### src/logic/fault_status_pkg.sv
package fault_status_pkg;
  // ==========================================================
  // Register map
  localparam logic [7:0] FAULT_EVENT_FLAGS_ADDR = 8'h03;
  localparam logic [7:0] FLAGS_RESET            = 8'h20;
  // ==========================================================
  // Field positions
  localparam int BIT_FAULT_STATE = 7;
  localparam int BIT_DISCH_FAIL  = 6;
  localparam int BIT_POWERUP     = 5;
  localparam int BIT_VBUS_LOW    = 4;
  localparam int BIT_OVERTEMP    = 3;
  localparam int BIT_OVERVOLT    = 2;
  localparam int NUM_COND        = 4;
endpackage : fault_status_pkg

### src/logic/cond_flag.sv
module cond_flag
  import fault_status_pkg::*;
(
  input  wire logic clk_in,
  input  wire logic resetn_in,
  input  wire logic cond_in,
  input  wire logic read_clr_in,
  input  wire logic fault_clr_in,
  output logic      flag_out
);
  typedef struct packed {
    logic flag;
  } cflag_state_t;

  cflag_state_t state_q;
  cflag_state_t state_d;

  // ==========================================================
  // Sticky flag; condition wins over any clear
  always_comb
  begin
    state_d = state_q;
    if (read_clr_in && !cond_in)
      state_d.flag = 1'b0;
    if (fault_clr_in)
      state_d.flag = 1'b0;
    if (cond_in)
      state_d.flag = 1'b1;
  end

  always_ff @(posedge clk_in or negedge resetn_in)
  begin
    if (!resetn_in)
      state_q <= '0;
    else
      state_q <= state_d;
  end

  assign flag_out = state_q.flag;

  a_cond_sets_flag: assert property ( // see [RULE6]
    @(posedge clk_in) disable iff (!resetn_in)
    cond_in |=> flag_out)
    else $error("flag not set by condition");
  a_read_clears: assert property ( // see [RULE7]
    @(posedge clk_in) disable iff (!resetn_in)
    (read_clr_in && !cond_in) |=> !flag_out)
    else $error("flag kept after clean read");
  a_fault_clears: assert property ( // see [RULE7]
    @(posedge clk_in) disable iff (!resetn_in)
    (fault_clr_in && !cond_in) |=> !flag_out)
    else $error("flag kept after fault clear");
endmodule : cond_flag

### src/logic/port1_fault_status_logic.sv
// Functional notes
// [RULE1] Writing fault bit zero rechecks, clears if clean
// [RULE2] Stay in error while another flag set
// [RULE3] Auto recovery clears fault bit when clean
// [RULE4] Port power disable clears fault bit
// [RULE5] Bit 7 mirrors error state, set on entry
// [RULE6] Discharge failure sets bit 6, alert, error
// [RULE7] Bit 6 clears on clean read or fault clear
// [RULE8] Bit 5 set at powerup, clears read/toggle
// [RULE9] Powerup bit no alert, kept in sleep
// [RULE10] Vbus low sets bit 4, alert, error
// [RULE11] Overtemp sets bit 3, error, clear rules
// [RULE12] Overtemp asserts both alert outputs
// [RULE13] Overvoltage sets bit 2, both alerts, error
// [RULE14] Read clear only touches bits returned
module port1_fault_status_logic
  import fault_status_pkg::*;
(
  input  wire logic       clk_in,
  input  wire logic       resetn_in,
  input  wire logic [7:0] reg_addr_in,
  input  wire logic       reg_wr_in,
  input  wire logic [7:0] reg_wdata_in,
  input  wire logic       reg_rd_in,
  input  wire logic       reg_rd_done_in,
  input  wire logic       auto_recover_in,
  input  wire logic       port1_power_enable_in,
  input  wire logic       power_enable_control_in,
  input  wire logic       discharge_fail_in,
  input  wire logic       vbus_low_in,
  input  wire logic       overtemp_in,
  input  wire logic       overvolt_in,
  output logic [7:0]      reg_rdata_out,
  output logic            port1_fault_state_out,
  output logic            alert1_n_out,
  output logic            alert2_n_out
);
  typedef enum logic {ST_ACTIVE, ST_ERROR} port_state_t;

  typedef struct packed {
    port_state_t st;
    logic        powerup;
    logic [7:0]  rdata;
    logic [NUM_COND-1:0] snap;
    logic        pen_last;
    logic        pen_seen;
    logic        rd_hit;
    logic        alert1_n;
    logic        alert2_n;
  } top_state_t;

  top_state_t state_q;
  top_state_t state_d;

  logic [NUM_COND-1:0] cond;
  logic [NUM_COND-1:0] flags;
  logic [NUM_COND-1:0] rd_clr;
  logic                fault_clr;
  logic                wr_clr;
  logic                addr_hit;
  logic                any_cond;
  logic                any_flag;
  logic                pen_toggle;

  assign addr_hit = reg_addr_in == FAULT_EVENT_FLAGS_ADDR;
  assign cond = {discharge_fail_in, vbus_low_in, overtemp_in, overvolt_in};
  assign any_cond = |cond;
  assign any_flag = |flags;
  assign wr_clr = reg_wr_in && addr_hit
                  && !reg_wdata_in[BIT_FAULT_STATE];
  // Armed after reset so a high idle level is no false toggle
  assign pen_toggle = state_q.pen_seen
                      && (power_enable_control_in != state_q.pen_last);
  // Clear by leaving error: port disable or accepted recovery
  assign fault_clr = (state_q.st == ST_ERROR) && (state_d.st == ST_ACTIVE);
  // Only snapshot bits of the finished read are cleared
  assign rd_clr = (reg_rd_done_in && state_q.rd_hit)
                  ? state_q.snap : '0; // see [RULE14]

  // ==========================================================
  // Condition flags, bits 6 and 4 down to 2
  genvar gi;
  generate
    for (gi = 0; gi < NUM_COND; gi++)
    begin : g_flag
      cond_flag u_flag (
        .clk_in       (clk_in),
        .resetn_in    (resetn_in),
        .cond_in      (cond[gi]),
        .read_clr_in  (rd_clr[gi]), // see [RULE7] [RULE10] [RULE11]
        .fault_clr_in (fault_clr), // see [RULE13]
        .flag_out     (flags[gi])
      );
      a_unread_kept: assert property ( // see [RULE14]
        @(posedge clk_in) disable iff (!resetn_in)
        (reg_rd_done_in && flags[gi] && !state_q.snap[gi] && !fault_clr)
        |=> flags[gi])
        else $error("unread flag lost");
    end
  endgenerate

  // ==========================================================
  // State machine and register
  always_comb
  begin
    state_d = state_q;
    state_d.pen_last = power_enable_control_in;
    state_d.pen_seen = 1'b1;
    unique case (state_q.st)
      ST_ACTIVE:
      begin
        // A disabled port never enters the error state
        if (any_cond && port1_power_enable_in) // see [RULE6] [RULE10]
          state_d.st = ST_ERROR; // see [RULE11] [RULE13]
      end
      ST_ERROR:
      begin
        if (!port1_power_enable_in) // see [RULE4]
          state_d.st = ST_ACTIVE;
        else if ((wr_clr || auto_recover_in) // see [RULE1] [RULE3]
                 && !any_cond && !any_flag // see [RULE2]
                 && !state_q.powerup)
          state_d.st = ST_ACTIVE;
      end
    endcase
    // Only a finished read of this register may clear bits
    if (reg_rd_done_in)
      state_d.rd_hit = 1'b0;
    if (reg_rd_in)
      state_d.rd_hit = addr_hit;
    if (reg_rd_in && addr_hit)
    begin
      state_d.rdata = {state_q.st == ST_ERROR, flags[3], state_q.powerup,
                       flags[2], flags[1], flags[0], 2'b00}; // see [RULE5]
      state_d.snap = flags;
    end
    // Powerup bit survives sleep; only read or enable toggle clear it
    if ((reg_rd_done_in && state_q.rd_hit && state_q.rdata[BIT_POWERUP])
        || pen_toggle)
      state_d.powerup = 1'b0; // see [RULE8]
    // Alerts ignore the powerup bit
    state_d.alert1_n = !(any_flag || any_cond); // see [RULE9]
    state_d.alert2_n = !(flags[1] || flags[0]
                         || overtemp_in || overvolt_in); // see [RULE12]
  end

  always_ff @(posedge clk_in or negedge resetn_in)
  begin
    if (!resetn_in)
    begin
      state_q          <= '0;
      state_q.st       <= ST_ACTIVE;
      state_q.powerup  <= 1'b1;
      state_q.alert1_n <= 1'b1;
      state_q.alert2_n <= 1'b1;
      state_q.rdata    <= FLAGS_RESET;
    end
    else
      state_q <= state_d;
  end

  assign reg_rdata_out         = state_q.rdata;
  assign port1_fault_state_out = state_q.st == ST_ERROR;
  assign alert1_n_out          = state_q.alert1_n;
  assign alert2_n_out          = state_q.alert2_n;

  // ==========================================================
  // Checks
  a_stay_in_error: assert property ( // see [RULE2]
    @(posedge clk_in) disable iff (!resetn_in)
    (state_q.st == ST_ERROR && port1_power_enable_in
     && (any_flag || state_q.powerup))
    |=> state_q.st == ST_ERROR)
    else $error("left error with flag set");
  a_disable_clears: assert property ( // see [RULE4]
    @(posedge clk_in) disable iff (!resetn_in)
    !port1_power_enable_in
    |=> !port1_fault_state_out)
    else $error("fault bit kept with port disabled");
  a_error_entry: assert property ( // see [RULE6]
    @(posedge clk_in) disable iff (!resetn_in)
    (any_cond && port1_power_enable_in)
    |=> port1_fault_state_out)
    else $error("error state not entered");
  a_vbus_error: assert property ( // see [RULE10]
    @(posedge clk_in) disable iff (!resetn_in)
    (vbus_low_in && port1_power_enable_in)
    |=> port1_fault_state_out)
    else $error("vbus low did not enter error");
  a_temp_error: assert property ( // see [RULE11]
    @(posedge clk_in) disable iff (!resetn_in)
    (overtemp_in && port1_power_enable_in)
    |=> port1_fault_state_out)
    else $error("overtemp did not enter error");
  a_volt_error: assert property ( // see [RULE13]
    @(posedge clk_in) disable iff (!resetn_in)
    (overvolt_in && port1_power_enable_in)
    |=> port1_fault_state_out)
    else $error("overvolt did not enter error");
  a_alert1_event: assert property ( // see [RULE10]
    @(posedge clk_in) disable iff (!resetn_in)
    (vbus_low_in || discharge_fail_in)
    |=> !alert1_n_out)
    else $error("alert1 missing");
  a_overtemp_both: assert property ( // see [RULE12]
    @(posedge clk_in) disable iff (!resetn_in)
    overtemp_in
    |=> (!alert1_n_out && !alert2_n_out))
    else $error("overtemp alerts missing");
  a_overvolt_both: assert property ( // see [RULE13]
    @(posedge clk_in) disable iff (!resetn_in)
    overvolt_in
    |=> (!alert1_n_out && !alert2_n_out))
    else $error("overvolt alerts missing");
  a_alert2_clean: assert property ( // see [RULE12]
    @(posedge clk_in) disable iff (!resetn_in)
    (!flags[1] && !flags[0] && !overtemp_in && !overvolt_in)
    |=> alert2_n_out)
    else $error("alert2 without cause");
  a_powerup_toggle: assert property ( // see [RULE8]
    @(posedge clk_in) disable iff (!resetn_in)
    pen_toggle
    |=> !state_q.powerup)
    else $error("powerup bit not cleared");
  a_powerup_read_clr: assert property ( // see [RULE8]
    @(posedge clk_in) disable iff (!resetn_in)
    (reg_rd_done_in && state_q.rd_hit && state_q.rdata[BIT_POWERUP])
    |=> !state_q.powerup)
    else $error("powerup bit kept after read");
  a_powerup_kept: assert property ( // see [RULE9]
    @(posedge clk_in) disable iff (!resetn_in)
    (state_q.powerup && !pen_toggle && !(reg_rd_done_in && state_q.rd_hit))
    |=> state_q.powerup)
    else $error("powerup bit lost");
  a_noalert_clean: assert property ( // see [RULE9]
    @(posedge clk_in) disable iff (!resetn_in)
    (!any_flag && !any_cond)
    |=> alert1_n_out)
    else $error("alert without cause");
  a_noalert_powerup: assert property ( // see [RULE9]
    @(posedge clk_in) disable iff (!resetn_in)
    (state_q.powerup && !any_flag && !any_cond)
    |=> (alert1_n_out && alert2_n_out))
    else $error("alert from powerup bit");
  a_auto_recover: assert property ( // see [RULE3]
    @(posedge clk_in) disable iff (!resetn_in)
    (auto_recover_in && !any_cond && !any_flag && !state_q.powerup)
    |=> !port1_fault_state_out)
    else $error("auto recovery failed");
  a_write_recover: assert property ( // see [RULE1]
    @(posedge clk_in) disable iff (!resetn_in)
    (wr_clr && !any_cond && !any_flag && !state_q.powerup)
    |=> !port1_fault_state_out)
    else $error("recovery write ignored");
  a_write_refused: assert property ( // see [RULE1]
    @(posedge clk_in) disable iff (!resetn_in)
    (state_q.st == ST_ERROR && port1_power_enable_in && wr_clr && any_cond)
    |=> port1_fault_state_out)
    else $error("recovery taken with condition");
  a_fault_bit_set: assert property ( // see [RULE5]
    @(posedge clk_in) disable iff (!resetn_in)
    (reg_rd_in && addr_hit && state_q.st == ST_ERROR)
    |=> reg_rdata_out[BIT_FAULT_STATE])
    else $error("fault bit reads zero in error");
  a_fault_bit_clear: assert property ( // see [RULE5]
    @(posedge clk_in) disable iff (!resetn_in)
    (reg_rd_in && addr_hit && state_q.st == ST_ACTIVE)
    |=> !reg_rdata_out[BIT_FAULT_STATE])
    else $error("fault bit reads one in active");
  a_disch_bit_read: assert property ( // see [RULE6]
    @(posedge clk_in) disable iff (!resetn_in)
    (reg_rd_in && addr_hit && flags[3])
    |=> reg_rdata_out[BIT_DISCH_FAIL])
    else $error("discharge bit not returned");
  a_powerup_bit_read: assert property ( // see [RULE8]
    @(posedge clk_in) disable iff (!resetn_in)
    (reg_rd_in && addr_hit && state_q.powerup)
    |=> reg_rdata_out[BIT_POWERUP])
    else $error("powerup bit not returned");
  a_vbus_bit_read: assert property ( // see [RULE10]
    @(posedge clk_in) disable iff (!resetn_in)
    (reg_rd_in && addr_hit && flags[2])
    |=> reg_rdata_out[BIT_VBUS_LOW])
    else $error("vbus low bit not returned");
  a_temp_bit_read: assert property ( // see [RULE11]
    @(posedge clk_in) disable iff (!resetn_in)
    (reg_rd_in && addr_hit && flags[1])
    |=> reg_rdata_out[BIT_OVERTEMP])
    else $error("overtemp bit not returned");
  a_volt_bit_read: assert property ( // see [RULE13]
    @(posedge clk_in) disable iff (!resetn_in)
    (reg_rd_in && addr_hit && flags[0])
    |=> reg_rdata_out[BIT_OVERVOLT])
    else $error("overvolt bit not returned");
  a_low_bits_zero: assert property ( // see [RULE5]
    @(posedge clk_in) disable iff (!resetn_in)
    (reg_rd_in && addr_hit)
    |=> (reg_rdata_out[1:0] == 2'b00))
    else $error("unused bits not zero");
  a_rdata_hold: assert property ( // see [RULE14]
    @(posedge clk_in) disable iff (!resetn_in)
    !(reg_rd_in && addr_hit)
    |=> $stable(reg_rdata_out))
    else $error("read data changed without read");
  c_error_entry: cover property (@(posedge clk_in)
    !port1_fault_state_out ##1 port1_fault_state_out);
  c_write_recover: cover property (@(posedge clk_in)
    port1_fault_state_out && wr_clr ##1 !port1_fault_state_out);
  c_read_clear: cover property (@(posedge clk_in)
    reg_rd_done_in && |rd_clr);
  c_auto_recover: cover property (@(posedge clk_in)
    port1_fault_state_out && auto_recover_in ##1 !port1_fault_state_out);
  c_disable_exit: cover property (@(posedge clk_in)
    port1_fault_state_out && !port1_power_enable_in
    ##1 !port1_fault_state_out);
endmodule : port1_fault_status_logic

### config.mk
export PLATFORM = sky130hd
export DESIGN_NAME = port1_fault_status_logic
export DESIGN_NICKNAME = d
export VERILOG_FILES = /design/src/logic/fault_status_pkg.sv /design/src/logic/cond_flag.sv /design/src/logic/port1_fault_status_logic.sv
export SDC_FILE = /design/constraint.sdc
export NUM_CORES = 1
export LEC_CHECK = 0
export BUFFER_PORTS_ARGS = -buffer_cell sky130_fd_sc_hd__buf_2
export CORE_MARGIN = 8
export CORE_UTILIZATION = 29
export CTS_BUF_LIST = sky130_fd_sc_hd__clkbuf_2 sky130_fd_sc_hd__clkbuf_4 sky130_fd_sc_hd__clkbuf_8
export DETAILED_ROUTE_END_ITERATION = 16
export SLEW_MARGIN = 10
export SYNTH_ARGS = -nofsm -noshare
export SYNTH_HDL_FRONTEND = slang
export SYNTH_SLANG_ARGS = --single-unit
### constraint.sdc
create_clock -name clk_in -period 1.46 [get_ports clk_in]
set_input_delay 0.146 -clock clk_in [delete_from_list [all_inputs] [get_ports clk_in]]
set_output_delay 0.146 -clock clk_in [all_outputs]
set_load 0.05 [all_outputs]
==> impl_metrics.json <==
{
  "status": "complete, no violations",
  "slowest_delay_ps": 550,
  "synth_top_cells_by_count": "dfrtp_1 (13), a21oi_1 (10), buf_4 (8)",
  "synth-edff-count": 0,
  "skew_ps": 6.49,
  "path_delay_family": "flip-flops",
  "die_area_um2": 4640,
  "numCtsBuffers": 3,
  "antenna_found_initial": 0,
  "ant_nets": 0,
  "power.density_nw_per_um2": 933,
  "cts_root_buf": "clkbuf_4",
  "cts_tree": "done",
  "dieHeight_um": 68.1,
  "synth_top_area_share": 0.413,
  "io_buffer_count": 29,
  "grt_use_met3": 0.0278,
  "synthMuxAreaShare": 0.0859,
  "p_seq_frac": 0.565,
  "row_count": 19,
  "grt_max_degree": 18,
  "synthSimpleGateAreaFrac": 0.181,
  "syn_area_um2": 787,
  "post_cts_buffers": 0,
  "synth_flop_cell": "dfrtp_1",
  "area_delta_synth_final_pct": 23.2,
  "dr.pass1.iters": 4,
  "grt_usage": 0.0792,
  "via_count": 593,
  "place_hpwl_um": 1350,
  "die_width_um": 68.1,
  "io-pin-count": 39,
  "finalSetupViolations": 0,
  "fin_crit_sh": 0.858,
  "synth-seq-cells": 17,
  "crit_arrival_ps": 1110,
  "insertion_delay_ps": 290,
  "final_max_slew_viol_count": 0,
  "crit_path_start_kind": "flop",
  "synth-compound-area-share": 0.0843,
  "power_switching_share": 0.286,
  "vias_per_cell": 4.63,
  "grt_pass1_wl_um": 2750,
  "p_clk_frac": 0.274,
  "use_met1": 0.0868,
  "drc": 0,
  "clockBufferDepth": 2,
  "synth_area_per_cell_um2": 11.6,
  "synthAdderAreaFrac": 0,
  "fin_crit_ps": 1250,
  "gr-total-overflow": 0,
  "rsz0062_at_grt": "no",
  "synthDistinctLibCells": 20,
  "ir_drop_v": 0.000656,
  "syn_inst": 68,
  "num-fill-cells": 279,
  "yosysMostFrequentCell": "dfrtp_1",
  "maxClockFrequency_mhz": 799,
  "switching_power_uw": 259,
  "leakage_uw": 0.000468,
  "slowest_stage": "dfstp_2",
  "htree_levels": 1,
  "path_class": "reg -> out",
  "cp-end-kind": "output pin",
  "dr.first_iter.drc_count": 7,
  "synth_xor_area_frac": 0.0111,
  "critPathBufInv": 1,
  "drt-total-wl_um": 1700,
  "maxCapViolCount": 0,
  "ys_seq_area_frac": 0.547,
  "path_clk_slew_ps": 100,
  "grt_pass1_vias": 636,
  "busiest_layer": "met2",
  "synthArstFlopShare": 1.00,
  "cp.required_ps": 1310,
  "timing.final.hold_violations": 0,
  "p_int_uw": 646,
  "synth-warning-count": 0,
  "utilization": 0.364,
  "routedWlPerCell_um": 13.3,
  "synth_top_family_by_area": "simple AND/OR/NAND/NOR gates",
  "path_cells": "buf_2",
  "power_frac_comb": 0.161,
  "drive_above_1_share": 0.495,
  "grtUsageMet2": 0.130,
  "core_um2": 2660,
  "num-nets-final": 126,
  "fin_setup_tns_ps": 0,
  "cts_hold_buf": 2,
  "synth.area.top_cells": "dfrtp_1 (41%), dfstp_2 (13%), mux2_2 (8.6%), buf_4 (7.6%), a21oi_1 (6.4%)",
  "cts_resized": 0,
  "start_util": 0.296,
  "synth.largest_area_cell": "dfrtp_1",
  "place.gp.congestion": 0.831,
  "hold_class": "in -> reg",
  "cts_num_sinks": 17,
  "path_max_fanout": 3,
  "diodes": 0
}
==> registers in the layout (all words and copies together), names as in the netlist <==
name	flops
reg_rdata_out	3
g_flag.u_flag.flag_out	4
port1_fault_state_out	1
alert1_n_out	1
alert2_n_out	1
state_q	7
==> kinds of logic (layout without fill, tap and decap cells) <==
group / Yosys count / count (layout)
simple gates: 21 / 21
mux: 6 / 6
xor+xnor: 1 / 1
flops: 17 / 17
other cells: 2 / 3
compound gates: 12 / 12
buf+inv: 9 / 37
==> power groups by stage <==
stage | registers [uW] | clock network, uW | logic [uW]
6_report | 511 | 248 | 146
5_1_grt | 515 | 281 | 158
3_5_place_dp | 521 | 0 | 144
2_1_floorplan | 523 | 0 | 91.2
4_1_cts | 512 | 266 | 148
3_3_place_gp | 519 | 0 | 142
==> final timing paths <==
| check | startpoint | end | slack [ps] | cells after the start |
|---|---|---|---|---|
| min in group asynchronous | resetn_in | state_q[4] | 300 | 2 |
| worst max-delay path | reg_rdata_out[5] | reg_rdata_out[5] | 210 | 1 |
| max in group asynchronous | resetn_in | alert1_n_out | 840 | 2 |
| worst max register to register | g_flag[1].u_flag.flag_out | port1_fault_state_out | 220 | 3 |
| worst min-delay path | auto_recover_in | port1_fault_state_out | 100 | 3 |
| worst min register to register | state_q[3] | state_q[17] | 380 | 1 |
==> cell type report <==
type                            count  area, um^2  share of cell area
Multi-Input combinational cell     43         297               0.306
Clock buffer                        3        22.5              0.0232
Inverter                            1        3.75             0.00387
Sequential cell                    17         430               0.444
Timing Repair Buffer               32         173               0.178
Clock inverter                      1        5.00             0.00516
Tap cell                           31        38.8              0.0400
==> metrics by stage <==
| stage | hold WS [ps] | setup slack, ps | std cells | total power, uW | area (um^2) |
|---|---|---|---|---|---|
| finish | 100 | 208 | 128 | 905 | 970 |
| global route | 117 | 114 | 128 | 954 | 970 |
| CTS | 93.5 | 182 | 128 | 926 | 970 |
| detailed placement | 86.7 | 228 | 122 | 664 | 922 |
| global placement | 80.1 | 254 | 122 | 661 | 922 |
| floorplan | -150 | 328 | 69 | 614 | 791 |
==> cells in the final DEF, fill, tap and decap left out, types with 2 or more instances in the layout <==
master and instances:
nor4_1 2, conb_1 3, dlygate4sd3_1 2, buf_2 29
a21oi_1 10, clkbuf_4 3, nand3_1 5, mux2_2 6
nor2_1 5, dfstp_2 4, nand2_1 3, dfrtp_1 13
==> per-layer routing <==
layer,vias up,share of wire
li1,289,-
met1,278,0.42
met2,22,0.48
met3,4,0.082
met4,0,0.015
met5,-,0
(Power assumes the default switching activity.)
